<file path="config.mk">
export PLATFORM = sky130hd
export DESIGN_NAME = ser_status_bank
export DESIGN_NICKNAME = d
export VERILOG_FILES = /design/src/ser_pkg.sv /design/src/ser_msg_mem.sv /design/src/ser_status_bank.sv
export VERILOG_INCLUDE_DIRS = /design/src /design/src/src
export SDC_FILE = /design/constraint.sdc
export NUM_CORES = 1
export LEC_CHECK = 0
export ABC_AREA = 0
export BUFFER_PORTS_ARGS = -buffer_cell sky130_fd_sc_hd__buf_2
export CAP_MARGIN = 25
export CORE_MARGIN = 2
export CORE_UTILIZATION = 35
export CTS_BUF_LIST = sky130_fd_sc_hd__clkbuf_4
export DETAILED_ROUTE_END_ITERATION = 6
export GPL_ROUTABILITY_DRIVEN = 0
export HOLD_SLACK_MARGIN = 0.12
export PLACE_DENSITY = 0.51
export SYNTH_ARGS = -nofsm -noshare
export SYNTH_HDL_FRONTEND = slang
export SYNTH_HIERARCHICAL = 1
export SYNTH_SLANG_ARGS = --single-unit
</file>
<file path="constraint.sdc">
create_clock -name clk -period 5.2 [get_ports clk]
set_clock_uncertainty 0.1 [all_clocks]
set_input_delay 0.26 -clock clk [delete_from_list [all_inputs] [get_ports clk]]
set_output_delay 0.26 -clock clk [all_outputs]
set_load 0.05 [all_outputs]
</file>
<file path="src/ser_params.svh">
`ifndef SER_PARAMS_SVH
`define SER_PARAMS_SVH

`define SER_W            16
`define SER_GROUPS       3
`define SER_SETTLE_BIT   1
`define SER_TRIG_BIT     5
`define SER_ARM_BIT      6
`define SER_IDLE_BIT     10
`define SER_LAYER_BIT    1
`define SER_OPER_MASK    16'h0462
`define SER_TRIG_MASK    16'h0002
`define SER_ARM_MASK     16'h0002
`define SER_EVT_RESET    16'h0000
`define SER_FALL_PRESET  16'h0000
`define SER_QUEUE_DEPTH  16
`define SER_CODE_W       5
`define SER_ADMIT_RESET  32'hFFFFFFFF
`define SER_RESP_W       32

`endif

</file>
<file path="src/ser_pkg.sv">
`include "ser_params.svh"
package ser_pkg;

  typedef enum logic [1:0] {
    SER_GRP_OPER,
    SER_GRP_TRIG,
    SER_GRP_ARM
  } ser_grp_e;

  typedef enum logic [3:0] {
    SER_CMD_EVENT_RD,
    SER_CMD_RISE_WR,
    SER_CMD_RISE_RD,
    SER_CMD_FALL_WR,
    SER_CMD_FALL_RD,
    SER_CMD_COND_RD,
    SER_CMD_PRESET,
    SER_CMD_CLEAR,
    SER_CMD_QUEUE_RD,
    SER_CMD_ADMIT_WR,
    SER_CMD_ADMIT_RD,
    SER_CMD_EXCL_WR,
    SER_CMD_EXCL_RD
  } ser_op_e;

  typedef struct packed {
    ser_op_e                 op;
    ser_grp_e                grp;
    logic [`SER_RESP_W-1:0]  data;
  } ser_cmd_s;

  typedef struct packed {
    logic settling;
    logic wait_trigger;
    logic wait_arm;
    logic idle;
    logic layer_presence_flag_trig;
    logic layer_presence_flag_arm;
  } ser_cond_s;

endpackage

</file>
<file path="src/ser_msg_mem.sv">
`timescale 1ns/1ns
module ser_msg_mem #(
  parameter int W = 5,
  parameter int D = 16,
  parameter int A = $clog2(D)
) (
  // clock
  input  wire logic         clk,
  // write port
  input  wire logic         we,
  input  wire logic [A-1:0] waddr,
  input  wire logic [W-1:0] wdata,
  // read port, data registered
  input  wire logic [A-1:0] raddr,
  output logic      [W-1:0] rdata
);

  logic [W-1:0] mem [D];

  // read-before-write: a same-cycle replace still returns the old word
  always_ff @(posedge clk) begin
    if (we) begin
      mem[waddr] <= wdata;
    end
    rdata <= mem[raddr];
  end

endmodule

</file>
<file path="src/ser_status_bank.sv">
`timescale 1ns/1ns
`include "ser_params.svh"
// Functional notes
// - event query returns register value as binary
// - rising filter sets event on 0 to 1
// - falling filter sets event on 1 to 0
// - operation bit 1 tracks relay settling
// - operation bit 5 tracks trigger layer wait
// - operation bit 6 tracks arm layer wait
// - operation bit 10 tracks idle state
// - unused operation bits never set
// - trigger register uses only bit 1
// - arm register uses only bit 1
// - filters writable/readable, condition readable per group
// - preset returns filters to defaults
// - queue query returns most recent message
// - admit and exclude lists, both queryable
module ser_status_bank #(
  parameter int QDEPTH = `SER_QUEUE_DEPTH,
  parameter int CODE_W = `SER_CODE_W
) (
  // clock and reset
  input  wire logic                   clk,
  input  wire logic                   rst_n,
  // live conditions from the sequencer, same clock
  input  wire ser_pkg::ser_cond_s     cond,
  // error and status message source
  input  wire logic                   msg_valid,
  input  wire logic [CODE_W-1:0]      msg_code,
  // decoded host commands
  input  wire logic                   cmd_valid,
  input  wire ser_pkg::ser_cmd_s      cmd,
  // query answers
  output logic                        resp_valid,
  output logic [`SER_RESP_W-1:0]      resp_data,
  // queue state
  output logic                        queue_empty
);
  import ser_pkg::*;

  localparam int NG    = `SER_GROUPS;
  localparam int W     = `SER_W;
  localparam int NCODE = 1 << CODE_W;
  localparam int QA    = $clog2(QDEPTH);
  localparam int RW    = `SER_RESP_W;
  // defined bits per group, every other position stays zero
  localparam logic [W-1:0] GMASK [NG] =
    '{`SER_OPER_MASK, `SER_TRIG_MASK, `SER_ARM_MASK};

  // per-group event, filter and last-sample registers
  logic [W-1:0]     evt   [NG];
  logic [W-1:0]     rise  [NG];
  logic [W-1:0]     fall  [NG];
  logic [W-1:0]     prev  [NG];
  wire  [W-1:0]     cvec  [NG];
  // admit map, stack fill count and answer registers
  logic [NCODE-1:0] admit;
  logic [QA:0]      qcnt;
  logic             resp_q;
  logic [`SER_RESP_W-1:0] resp_reg;
  wire  [CODE_W-1:0] mem_rdata;

  // condition vectors, only the documented positions are wired
  assign cvec[0] = (W'(cond.settling)     << `SER_SETTLE_BIT)
                 | (W'(cond.wait_trigger) << `SER_TRIG_BIT)
                 | (W'(cond.wait_arm)     << `SER_ARM_BIT)
                 | (W'(cond.idle)         << `SER_IDLE_BIT);
  assign cvec[1] = W'(cond.layer_presence_flag_trig)
                   << `SER_LAYER_BIT;
  assign cvec[2] = W'(cond.layer_presence_flag_arm)
                   << `SER_LAYER_BIT;

  // command decode
  wire op_evt_rd  = cmd_valid && cmd.op == SER_CMD_EVENT_RD;
  wire op_rise_wr = cmd_valid && cmd.op == SER_CMD_RISE_WR;
  wire op_rise_rd = cmd_valid && cmd.op == SER_CMD_RISE_RD;
  wire op_fall_wr = cmd_valid && cmd.op == SER_CMD_FALL_WR;
  wire op_fall_rd = cmd_valid && cmd.op == SER_CMD_FALL_RD;
  wire op_cond_rd = cmd_valid && cmd.op == SER_CMD_COND_RD;
  wire op_preset  = cmd_valid && cmd.op == SER_CMD_PRESET;
  wire op_clear   = cmd_valid && cmd.op == SER_CMD_CLEAR;
  wire op_q_rd    = cmd_valid && cmd.op == SER_CMD_QUEUE_RD;
  wire op_adm_wr  = cmd_valid && cmd.op == SER_CMD_ADMIT_WR;
  wire op_adm_rd  = cmd_valid && cmd.op == SER_CMD_ADMIT_RD;
  wire op_exc_wr  = cmd_valid && cmd.op == SER_CMD_EXCL_WR;
  wire op_exc_rd  = cmd_valid && cmd.op == SER_CMD_EXCL_RD;

  // writes, preset and clear never answer
  wire is_query   = op_evt_rd || op_rise_rd || op_fall_rd || op_cond_rd
                  || op_q_rd || op_adm_rd || op_exc_rd;
  // group 3 does not exist: it reads zero and writes nothing
  wire grp_ok     = cmd.grp != 2'h3;
  wire [1:0] gi   = grp_ok ? cmd.grp : 2'h0;

  // one slice per event group, all groups share the same filter logic
  genvar g;
  generate
    for (g = 0; g < NG; g++) begin : gen_grp
      wire sel = cmd.grp == 2'(g);
      // masking with the group's defined bits keeps unused ones clear
      wire [W-1:0] hit = ((cvec[g] & ~prev[g] & rise[g])
                        | (~cvec[g] & prev[g] & fall[g]))
                        & GMASK[g];
      // a new edge beats a clear or a read in the same cycle
      wire [W-1:0] next_evt = (op_clear || (op_evt_rd && sel))
                            ? hit : (evt[g] | hit);
      // preset wins over a filter write in the same cycle
      wire [W-1:0] next_rise = op_preset ? GMASK[g]
                             : (op_rise_wr && sel)
                             ? cmd.data[W-1:0] & GMASK[g]
                             : rise[g];
      wire [W-1:0] next_fall = op_preset ? `SER_FALL_PRESET
                             : (op_fall_wr && sel)
                             ? cmd.data[W-1:0] & GMASK[g]
                             : fall[g];

      // prev starts low, so a condition high at release reads as a rise
      always_ff @(posedge clk or negedge rst_n) begin
        if (!rst_n) begin
          evt[g]  <= `SER_EVT_RESET;
          prev[g] <= '0;
        end else begin
          evt[g]  <= next_evt;
          prev[g] <= cvec[g];
        end
      end

      always_ff @(posedge clk or negedge rst_n) begin
        if (!rst_n) begin
          rise[g] <= GMASK[g];
          fall[g] <= `SER_FALL_PRESET;
        end else begin
          rise[g] <= next_rise;
          fall[g] <= next_fall;
        end
      end
    end
  endgenerate

  // message queue kept as a stack so the newest entry answers first
  // qcnt counts entries, so the top word sits at qcnt - 1
  wire q_full   = qcnt == (QA + 1)'(QDEPTH);
  wire q_nonempty = qcnt != '0;
  wire pop      = op_q_rd && q_nonempty;
  // a code outside the admit map never reaches the stack
  wire admitted = msg_valid && admit[msg_code];
  // when full, a newcomer is dropped unless a pop frees the top
  wire push     = admitted && !op_clear && (!q_full || pop);
  wire [QA-1:0] top_addr = QA'(qcnt - 1'b1);
  wire [QA-1:0] wr_addr  = pop ? top_addr : QA'(qcnt);
  wire [QA:0] next_qcnt  = op_clear ? '0
                         : (push && !pop) ? qcnt + 1'b1
                         : (pop && !push) ? qcnt - 1'b1 : qcnt;

  // the stack words live in a small memory with a registered read
  ser_msg_mem #(
    .W (CODE_W),
    .D (QDEPTH)
  ) u_mem (
    .clk   (clk),
    .we    (push),
    .waddr (wr_addr),
    .wdata (msg_code),
    .raddr (top_addr),
    .rdata (mem_rdata)
  );

  // query answer select, 16-bit registers sit in the low half
  wire [W-1:0]  grp_evt   = grp_ok ? evt[gi]  : '0;
  wire [W-1:0]  grp_rise  = grp_ok ? rise[gi] : '0;
  wire [W-1:0]  grp_fall  = grp_ok ? fall[gi] : '0;
  wire [W-1:0]  grp_cond  = grp_ok ? cvec[gi] : '0;
  wire [RW-1:0] next_resp = op_evt_rd  ? RW'(grp_evt)
                          : op_rise_rd ? RW'(grp_rise)
                          : op_fall_rd ? RW'(grp_fall)
                          : op_cond_rd ? RW'(grp_cond)
                          : op_adm_rd  ? RW'(admit)
                          : op_exc_rd  ? RW'(~admit)
                          : '0;

  // ones in the admit map let a code in; the exclude list is its complement
  wire [NCODE-1:0] adm_set    = admit | cmd.data[NCODE-1:0];
  wire [NCODE-1:0] adm_clr    = admit & ~cmd.data[NCODE-1:0];
  wire [NCODE-1:0] next_admit = op_adm_wr ? adm_set
                              : op_exc_wr ? adm_clr : admit;

  always_ff @(posedge clk or negedge rst_n) begin
    if (!rst_n) begin
      qcnt <= '0;
    end else begin
      qcnt <= next_qcnt;
    end
  end

  always_ff @(posedge clk or negedge rst_n) begin
    if (!rst_n) begin
      admit <= `SER_ADMIT_RESET;
    end else begin
      admit <= next_admit;
    end
  end

  // answers appear one cycle after the query is taken
  always_ff @(posedge clk or negedge rst_n) begin
    if (!rst_n) begin
      resp_valid <= 1'b0;
      resp_q     <= 1'b0;
      resp_reg   <= '0;
    end else begin
      resp_valid <= is_query;
      resp_q     <= pop;
      resp_reg   <= next_resp;
    end
  end

  // an empty queue answers zero, meaning no message; the stack word comes
  // straight from the memory register to keep the one-cycle answer
  assign resp_data   = resp_q ? 32'(mem_rdata) : resp_reg;
  assign queue_empty = !q_nonempty;

endmodule

</file>
### Word-level counts from Yosys, hierarchy flattened

Memories as Yosys holds them, arrays and structs flattened. A register that Yosys moved wholly into a read port is not among the register bits.
Cells that the tools add are included.

* logic and storage cells: 173
* bits in registers: 228
* output and inout port bits: 34
* memories kept: 1
* bits of input ports: 53
* bits in writable memories: 80

Memories
* u_mem.mem: words 16, width 5, rd ports 1, clocked after Yosys merged registers in 1, write ports 1, line ser_msg_mem.sv:18 `logic [W-1:0] mem [D];`

* eq/ne operators: 16
* order comparisons: 2
* mux-type cells: 49
* bitwise gates (word level): 32
* reduce and logical (&&, ||, !) cells: 54
* add/sub/neg operators: 2

Operator list (count)
* $mux W16: 27
* $mux W32: 9
* $bmux W16 S2: 4
* $not A32 Y32: 2
* $and A11 B11 Y11: 4
* $and A32 B32 Y32: 1
* $or A16 B2 Y16: 2
* $or A32 B32 Y32: 1
* $logic_and A1 B1 Y1: 28
* $not A11 Y11: 2
* $eq A4 B4 Y1 const B: 5
* $and A2 B2 Y2: 8
* $eq A4 B3 Y1 const B: 4
* $or A16 B11 Y16: 1
* $mux W5: 3
* $reduce_bool A2 Y1: 7
* $or A11 B11 Y11: 1
* $or A7 B11 Y11: 1
* $logic_or A1 B1 Y1: 10
* $eq A4 B2 Y1 const B: 2
* $not A2 Y2: 4
* $or A6 B7 Y7: 1
* $lt A5 B6 Y1 const B: 1
* $or A2 B6 Y6: 1
* 19 further kinds: 26

### Longest topological paths before layout

Gate-level depths: netlist (run 1).

* depth in word-level cells: 11
* mapped depth: 10
* mapped depth without buffers: 9

### By module

The synthesis (run 1) kept the hierarchy.

By module, submodules not included
* ser_status_bank: area each 4775.8 um2, sequential area each 2424.8 um2, cells each 473, instances 1
* ser_msg_mem: area each 3213.1 um2, sequential area each 2502.4 um2, cells each 155, instances 1

### Least setup slack after synthesis (run 1)

No wires, ideal clock.

* path kind: flip-flop to flip-flop
* from: register qcnt[0]
* to: memory u_mem.mem[0][0] (enable)
* arrival time: 4011 ps
* library setup time: 374 ps
* slack: 716 ps
* cell stages (with the launch flop): 11
* clock period less this slack: 4484 ps
* required time: 4726 ps
* cell sequence: dfrtp_1 inv_1 ha_1 nor4b_1 or2_1 buf_2 inv_2 and2_1 xor2_1 or3b_2 nor3_1

RTL lines
* start: declaration: line ser_status_bank.sv:58 `logic [QA:0] qcnt;`
* start signal: assignment: line ser_status_bank.sv:191 `qcnt <= next_qcnt;`
* $sub A5 B1 Y5
* via top_addr[0]: line ser_status_bank.sv:149 `wire [QA-1:0] top_addr = QA'(qcnt - 1'b1);`
* $mux W4: line ser_status_bank.sv:150 `wire [QA-1:0] wr_addr = pop ? top_addr : QA'(qcnt);`
* end: declaration: line ser_msg_mem.sv:18

The timed path passes the listed nets, and every way through them passes these cells.

### Worst setup path after layout (run 1)

* from: register qcnt[0]
* to: memory u_mem.mem[0][3] (enable)

Same word-level chain as after synthesis.

==> impl_metrics.env, run 1 <==
export IMPL_crit_family="simple AND/OR/NAND/NOR gates"
export IMPL_internal_power_w=0.00244
export IMPL_cp_arrival_ns=3.75
export IMPL_drc_errors=0
export IMPL_cap_violations=0
export IMPL_grt_pass1_vias=5567
export IMPL_clkPwrFrac=0.200
export IMPL_numCtsBuffers=17
export IMPL_portBuffers=86
export IMPL_whs_path_depth=2
export IMPL_crit_type="register to register"
export IMPL_slew_headroom=0.391
export IMPL_mappedNetlistNets=684
export IMPL_grt_ovfl_total=0
export IMPL_wl_per_cell_um=18.4
export IMPL_worst_slew_pin_slew_ns=0.907
export IMPL_crit_path_start_kind="register"
export IMPL_path_depth=10
export IMPL_track_usage=0.167
export IMPL_crit_path_end_kind="register"
export IMPL_drtPass1Iterations=5
export IMPL_hold_path_class="input port to register"
export IMPL_slew_violations=0
export IMPL_ys_seq_area_frac=0.617
export IMPL_wl_um=19700
export IMPL_dieHeight_um=155
export IMPL_cellLeakagePower_nw=3.84
export IMPL_grt_pass1_wl_um=30700
export IMPL_cts_path_max_buffers=2
export IMPL_routed_via_density=5.10
export IMPL_areaGrowthSynthToFinish_pct=20.3
export IMPL_max_stage_delay_ns=0.55
export IMPL_cts_clk_slew_worst_paths_ns=0.15
export IMPL_core_mm2=0.0225
export IMPL_p_seq_frac=0.499
export IMPL_hold_viol_final=0
export IMPL_cts_tree="done"
export IMPL_cp_max_fo=23
export IMPL_start_util=0.355
export IMPL_cts_root_buf="clkbuf_4"
export IMPL_antenna_found_initial=1
export IMPL_p_switching_w=0.00123
export IMPL_synth_area_mm2=0.00799
export IMPL_cellPowerDensity_mw_per_mm2=381
export IMPL_syn_avg_cell_area_um2=12.7
export IMPL_cp_slowest_cell="nor3_1"
export IMPL_holdWs_ns=0.182
export IMPL_dp_hpwl_um=12900
export IMPL_setup_viol=0
export IMPL_outcome="completed"
export IMPL_layout_commonest_cell="nand2_1"
export IMPL_nets=827
export IMPL_fin_crit_ns=3.66
export IMPL_rows=55
export IMPL_final_cell_area_mm2=0.00961
export IMPL_drt_iter0_drc=321
export IMPL_reg2reg_depth=10
export IMPL_worstPathRequired_ns=5.29
export IMPL_synth_distinct_cells=52
export IMPL_synth_top_area_frac=0.301
export IMPL_setup_tns_ns=0
export IMPL_synth_edff_count=80
export IMPL_synthCells=628
export IMPL_post_place_ws_ns=1.52
export IMPL_path_buf_inv=3
export IMPL_vdd_ir_drop_max_mv=0.177
export IMPL_clk_latency_ns=0.57
export IMPL_synthArstFlopShare=0.528
export IMPL_clock_sinks=180
export IMPL_synth_seq_cells=180
export IMPL_place_area_mm2=0.00867
export IMPL_rsz0062_at_grt="no"
export IMPL_pin_count=87
export IMPL_drive_above_1_share=0.276
export IMPL_synth_top_cell_by_area="edfxtp_1"
export IMPL_max_freq_ghz=0.273
export IMPL_layoutNonFillerInstCount=1070
export IMPL_cts_max_level=4
export IMPL_final_cell_mix="nand2_1, buf_2, edfxtp_1, dlygate4sd3_1, dfrtp_1"
export IMPL_synth_ff_type="edfxtp_1"
export IMPL_fin_ws_ns=1.54
export IMPL_die_w_um=155
export IMPL_final_antenna_net_count=0
export IMPL_synth_area_top_cells="edfxtp_1, dfrtp_1, dfstp_2, mux4_2, nand2_1"
export IMPL_p_comb_frac=0.301
export IMPL_period_share=0.704
export IMPL_grt_max_degree=62
export IMPL_vias=5456
export IMPL_switching_share=0.335
export IMPL_largest_reg_flops=80
export IMPL_numPlacedInstances=971
export IMPL_yosysWarningCount=6
export IMPL_crit_chain="inv_1 -> buf_4 -> ha_1 -> nor4b_1 -> or2_1 -> inv_2 -> and2_1 -> xor2_1 -> or3b_2 -> nor3_1"
export IMPL_dieArea_mm2=0.0240
==> metal layers <==
layer	share of wire	GRT usage	up-vias
met2	0.49	0.278	119
met1	0.46	0.223	2734
li1	-	-	2585
met4	0.011	0.0388	0
met3	0.038	0.0387	18
met5	0	0	-
==> synth_stat cells, drive strengths merged, types with 5 or more instances <==
| library cell | count |
|---|---|
| inv | 7 |
| dfrtp | 57 |
| a22oi | 5 |
| mux2 | 21 |
| a21oi | 23 |
| nand3 | 28 |
| o22ai | 7 |
| a31oi | 15 |
| nor2b | 32 |
| dfstp | 38 |
| o21ai | 42 |
| mux2i | 19 |
| nand4 | 5 |
| edfxtp | 80 |
| mux4 | 28 |
| dfxtp | 5 |
| buf | 12 |
| nand2 | 98 |
| nor2 | 32 |
| nor3 | 10 |
| clkbuf | 21 |
==> worst register-to-register path, stage by stage (launching register included) <==
cell and delay [ns]:
dfrtp_1 0.44, inv_1 0.06, buf_4 0.38, ha_1 0.23
nor4b_1 0.28, or2_1 0.27, inv_2 0.12, and2_1 0.18
xor2_1 0.18, or3b_2 0.51, nor3_1 0.55
==> path summary, 6_finish.rpt <==
path / from / end / slack [ns]
worst max-delay path: qcnt[0]$_DFFE_PN0P_ / u_mem/mem[0][3]$_DFFE_PP_ / 1.54
worst min register to register: admit[10]$_DFFE_PN1P_ / admit[10]$_DFFE_PN1P_ / 0.40
worst min-delay path: cmd[35] / admit[15]$_DFFE_PN1P_ / 0.18
min in group asynchronous: rst_n / rise[33]$_DFFE_PN1P_ / 0.71
max in group asynchronous: rst_n / fall[42]$_DFFE_PN0P_ / 3.47
worst max register to register: qcnt[0]$_DFFE_PN0P_ / u_mem/mem[0][3]$_DFFE_PP_ / 1.54
==> per-stage QoR <==
step | power, W | util
6_report | 0.00367 | 0.427
5_1_grt | 0.00387 | 0.427
4_1_cts | 0.00369 | 0.426
3_5_place_dp | 0.00291 | 0.385
3_3_place_gp | 0.00290 | 0.385
2_1_floorplan | 0.00261 | -
==> kinds of logic (layout without fill, tap and decap cells) <==
logic type	count (synthesis)	after routing	share of synthesized area
buffers and inverters	40	196	0.0230
muxes	68	68	0.137
xor gates and xnor gates	7	7	0.00767
DFF	180	180	0.617
AOI/OAI and AO/OA	106	106	0.0800
other	0	1	0
and+or+nand+nor	224	224	0.131
adders and majority gates	3	3	0.00470
==> power groups by stage <==
stage	combinational (W)	clock, W	sequential (W)
after detailed placement	0.00106	0	0.00186
after CTS	0.00111	0.000756	0.00183
final	0.00110	0.000732	0.00183
after global placement	0.00105	0	0.00185
after floorplan	0.000815	0	0.00180
after global routing	0.00120	0.000823	0.00185
==> timing repair <==
item | in CTS | in global routing
hold buffers | 65 | 0
endpoints found under the hold margin | 175 | 0
gates resized for setup | 0 | 0
buffers inserted | 0 | 0
==> area by class of cell <==
class	instances	area, µm²
diodes	1	2.50
clock buffers	19	143
clock inverters	13	108
fillers	2071	12900
inverters	7	26.3
multi-input cells	408	2890
flip-flops and latches	180	4930
well taps	285	357
repair buffers	157	1160
(Power assumes the default switching activity.)
==> run 2, diff against run 1 <==
==> constraint.sdc (replaced) <==
create_clock -name clk -period 3.5 [get_ports clk]
set_clock_uncertainty 0.1 [all_clocks]
set_input_delay 0.175 -clock clk [delete_from_list [all_inputs] [get_ports clk]]
set_output_delay 0.175 -clock clk [all_outputs]
set_load 0.05 [all_outputs]
==> run 2 against run 1 <==
Net effect:
- count of clock-buffer cells in the layout down 1
- register-to-register slack lost 1.3 ns
- critical path depth shrank 1
- largest cell class unchanged
- final cell count rose by 2.9%
- wire length increased by 3.8%
- first-iteration DRC count is 37% higher
- maximum frequency is 14% higher
- sequential share of layout area fell by 1.9 points
- global-route usage is 1.0 points higher
- clock power is 72% higher
- critical endpoint is now u_mem/mem[0][1]$_DFFE_PP_
- setup slack got worse by 1.3 ns
==> impl_metrics.env, run 2 (synthesis results as in run 1) <==
export IMPL_vdd_ir_drop_max_mv=0.256
export IMPL_cellLeakagePower_nw=3.99
export IMPL_final_antenna_net_count=0
export IMPL_clock_sinks=180
export IMPL_p_seq_frac=0.475
export IMPL_hold_path_startpoint="cond[2]"
export IMPL_met2WireLength_um=10100
export IMPL_setup_viol=0
export IMPL_numCtsBuffers=17
export IMPL_wl_met3_um=781
export IMPL_cts_root_buf="clkbuf_4"
export IMPL_cts_path_max_buffers=2
export IMPL_setup_tns_ns=0
export IMPL_dieArea_mm2=0.0240
export IMPL_grt_pass1_wl_um=32600
export IMPL_dieHeight_um=155
export IMPL_grt_max_degree=82
export IMPL_cts_clk_slew_worst_paths_ns=0.16
export IMPL_outcome="completed"
export IMPL_numPlacedInstances=982
export IMPL_largest_reg_flops=80
export IMPL_cts_tree="done"
export IMPL_p_comb_frac=0.305
export IMPL_cts_resized=0
export IMPL_clkPwrFrac=0.220
export IMPL_drt_iter0_drc=439
export IMPL_postCtsSetupRepairBufs=0
export IMPL_antenna_found_initial=1
export IMPL_cp_arrival_ns=3.32
export IMPL_cts_max_level=4
export IMPL_multi_input_area_mm2=0.00290
export IMPL_pin_count=87
export IMPL_top_layer="met4"
export IMPL_max_freq_ghz=0.311
export IMPL_fillers=2077
export IMPL_reg2reg_depth=9
export IMPL_routed_via_density=5.10
export IMPL_final_cell_mix="nand2_1, buf_2, dlygate4sd3_1, edfxtp_1, dfrtp_1"
export IMPL_period_share=0.919
export IMPL_wl_per_cell_um=18.6
export IMPL_p_switching_w=0.00187
export IMPL_slew_violations=0
export IMPL_layout_commonest_cell="nand2_1"
export IMPL_hold_viol_final=0
export IMPL_worstPathRequired_ns=3.60
export IMPL_die_w_um=155
export IMPL_drtPass1Iterations=5
export IMPL_cp_slowest_cell="nor3_1"
export IMPL_layoutNonFillerInstCount=1101
export IMPL_rr_endpoint="u_mem/mem[0][1]$_DFFE_PP_"
export IMPL_cellPowerDensity_mw_per_mm2=573
export IMPL_nets=858
export IMPL_hold_path_class="input port to register"
export IMPL_rows=55
export IMPL_worst_slew_pin_slew_ns=0.847
export IMPL_track_usage=0.177
export IMPL_crit_path_end_kind="register"
export IMPL_cp_max_fo=8
export IMPL_cap_violations=0
export IMPL_vias=5618
export IMPL_rrSetupSlack_ns=0.28
export IMPL_rsz0062_at_grt="no"
export IMPL_areaGrowthSynthToFinish_pct=24.8
export IMPL_grt_pass1_vias=5812
export IMPL_core_mm2=0.0225
export IMPL_grt_ovfl_total=0
export IMPL_clk_latency_ns=0.56
export IMPL_crit_type="register to register"
export IMPL_wl_met1_um=9240
export IMPL_min_to="prev[42]$_DFF_PN0_"
export IMPL_fin_crit_ns=3.22
export IMPL_crit_chain="inv_1 -> ha_1 -> nor4b_4 -> or2_1 -> inv_2 -> nand2_1 -> xnor2_1 -> or3b_2 -> nor3_1"
export IMPL_max_stage_delay_ns=0.60
export IMPL_r2r_start="qcnt[1]$_DFFE_PN0P_"
export IMPL_slew_headroom=0.431
export IMPL_wl_um=20400
export IMPL_switching_share=0.327
export IMPL_internal_power_w=0.00385
export IMPL_crit_path_start_kind="register"
export IMPL_portBuffers=86
export IMPL_whs_path_depth=2
export IMPL_start_util=0.355
export IMPL_dp_hpwl_um=13700
export IMPL_register_area_mm2=0.00493
export IMPL_drc_errors=0
export IMPL_drive_above_1_share=0.279
## run 2: changes by cell type in the layout (fill, tap and decap cells not counted), moves of 2 or more
| cell | delta |
|---|---|
| buf_4 | +11 |
| inv_6 | +2 |
| bufinv_16 | +2 |
| inv_4 | -2 |
| dlygate4sd3_1 | +20 |
| inv_2 | -3 |
## run 2: power by group through the flow
stage | logic (W) | clock network, W | registers (W)
after floorplan | 0.00123 | 0 | 0.00267
after global placement | 0.00161 | 0 | 0.00275
after detailed placement | 0.00162 | 0 | 0.00276
after CTS | 0.00175 | 0.00130 | 0.00272
after global routing | 0.00191 | 0.00139 | 0.00275
final | 0.00174 | 0.00126 | 0.00272
## run 2: final cells by class
cell class | count | share of cell area
antenna | 1 | 0.000251
clock buffer | 18 | 0.0136
clock inverter | 14 | 0.0174
inverter | 7 | 0.00263
multi-input combinational | 408 | 0.291
sequential | 180 | 0.494
tap | 285 | 0.0358
timing repair buffer | 188 | 0.145
## run 2: worst max-delay path, delay by kind of cell (launching register included)
family | cells | cell delay [ns]
adder cells (fa/ha/maj) | 1 | 0.21
XOR/XNOR | 1 | 0.18
flip-flops | 1 | 0.46
buffers and inverters | 2 | 0.24
AND/OR/NAND/NOR | 5 | 1.68
## run 2: how the worst max path moves through the flow
| stage | start | to | slack [ns] | cells past startpoint |
|---|---|---|---|---|
| finish | qcnt[1]$_DFFE_PN0P_ | u_mem/mem[0][1]$_DFFE_PP_ | 0.28 | 9 |
| global route | qcnt[1]$_DFFE_PN0P_ | u_mem/mem[0][1]$_DFFE_PP_ | 0.02 | 9 |
| CTS | qcnt[1]$_DFFE_PN0P_ | u_mem/mem[0][3]$_DFFE_PP_ | 0.28 | 9 |
| detailed placement | qcnt[1]$_DFFE_PN0P_ | u_mem/mem[0][3]$_DFFE_PP_ | 0.30 | 9 |
| global placement | qcnt[1]$_DFFE_PN0P_ | u_mem/mem[0][1]$_DFFE_PP_ | 0.48 | 9 |
| floorplan | qcnt[0]$_DFFE_PN0P_ | u_mem/mem[0][0]$_DFFE_PP_ | 0.11 | 10 |
## run 2: routing by layer
| metal | up-vias | global-route usage |
|---|---|---|
| met5 | - | 0 |
| met4 | 0 | 0.0467 |
| met3 | 20 | 0.0343 |
| met2 | 137 | 0.285 |
| met1 | 2809 | 0.247 |
| li1 | 2652 | - |
## run 2: stage by stage
step / area, µm² / total power (W) / hold WS, ns / utilization / worst slack [ns]
after floorplan: 8000 / 0.00390 / -0.221 / - / 0.110
after global placement: 8760 / 0.00436 / 0.231 / 0.389 / 0.479
after detailed placement: 8760 / 0.00439 / 0.229 / 0.389 / 0.304
after CTS: 9880 / 0.00576 / 0.123 / 0.439 / 0.284
after global routing: 9970 / 0.00605 / 0.124 / 0.443 / 0.0194
final: 9970 / 0.00572 / 0.182 / 0.443 / 0.284
## run 2: repair_timing
item / in CTS / in global routing
hold buffers: 81 / 3
endpoints found under the hold margin: 184 / 13
endpoints found under the setup margin: 0 / 0
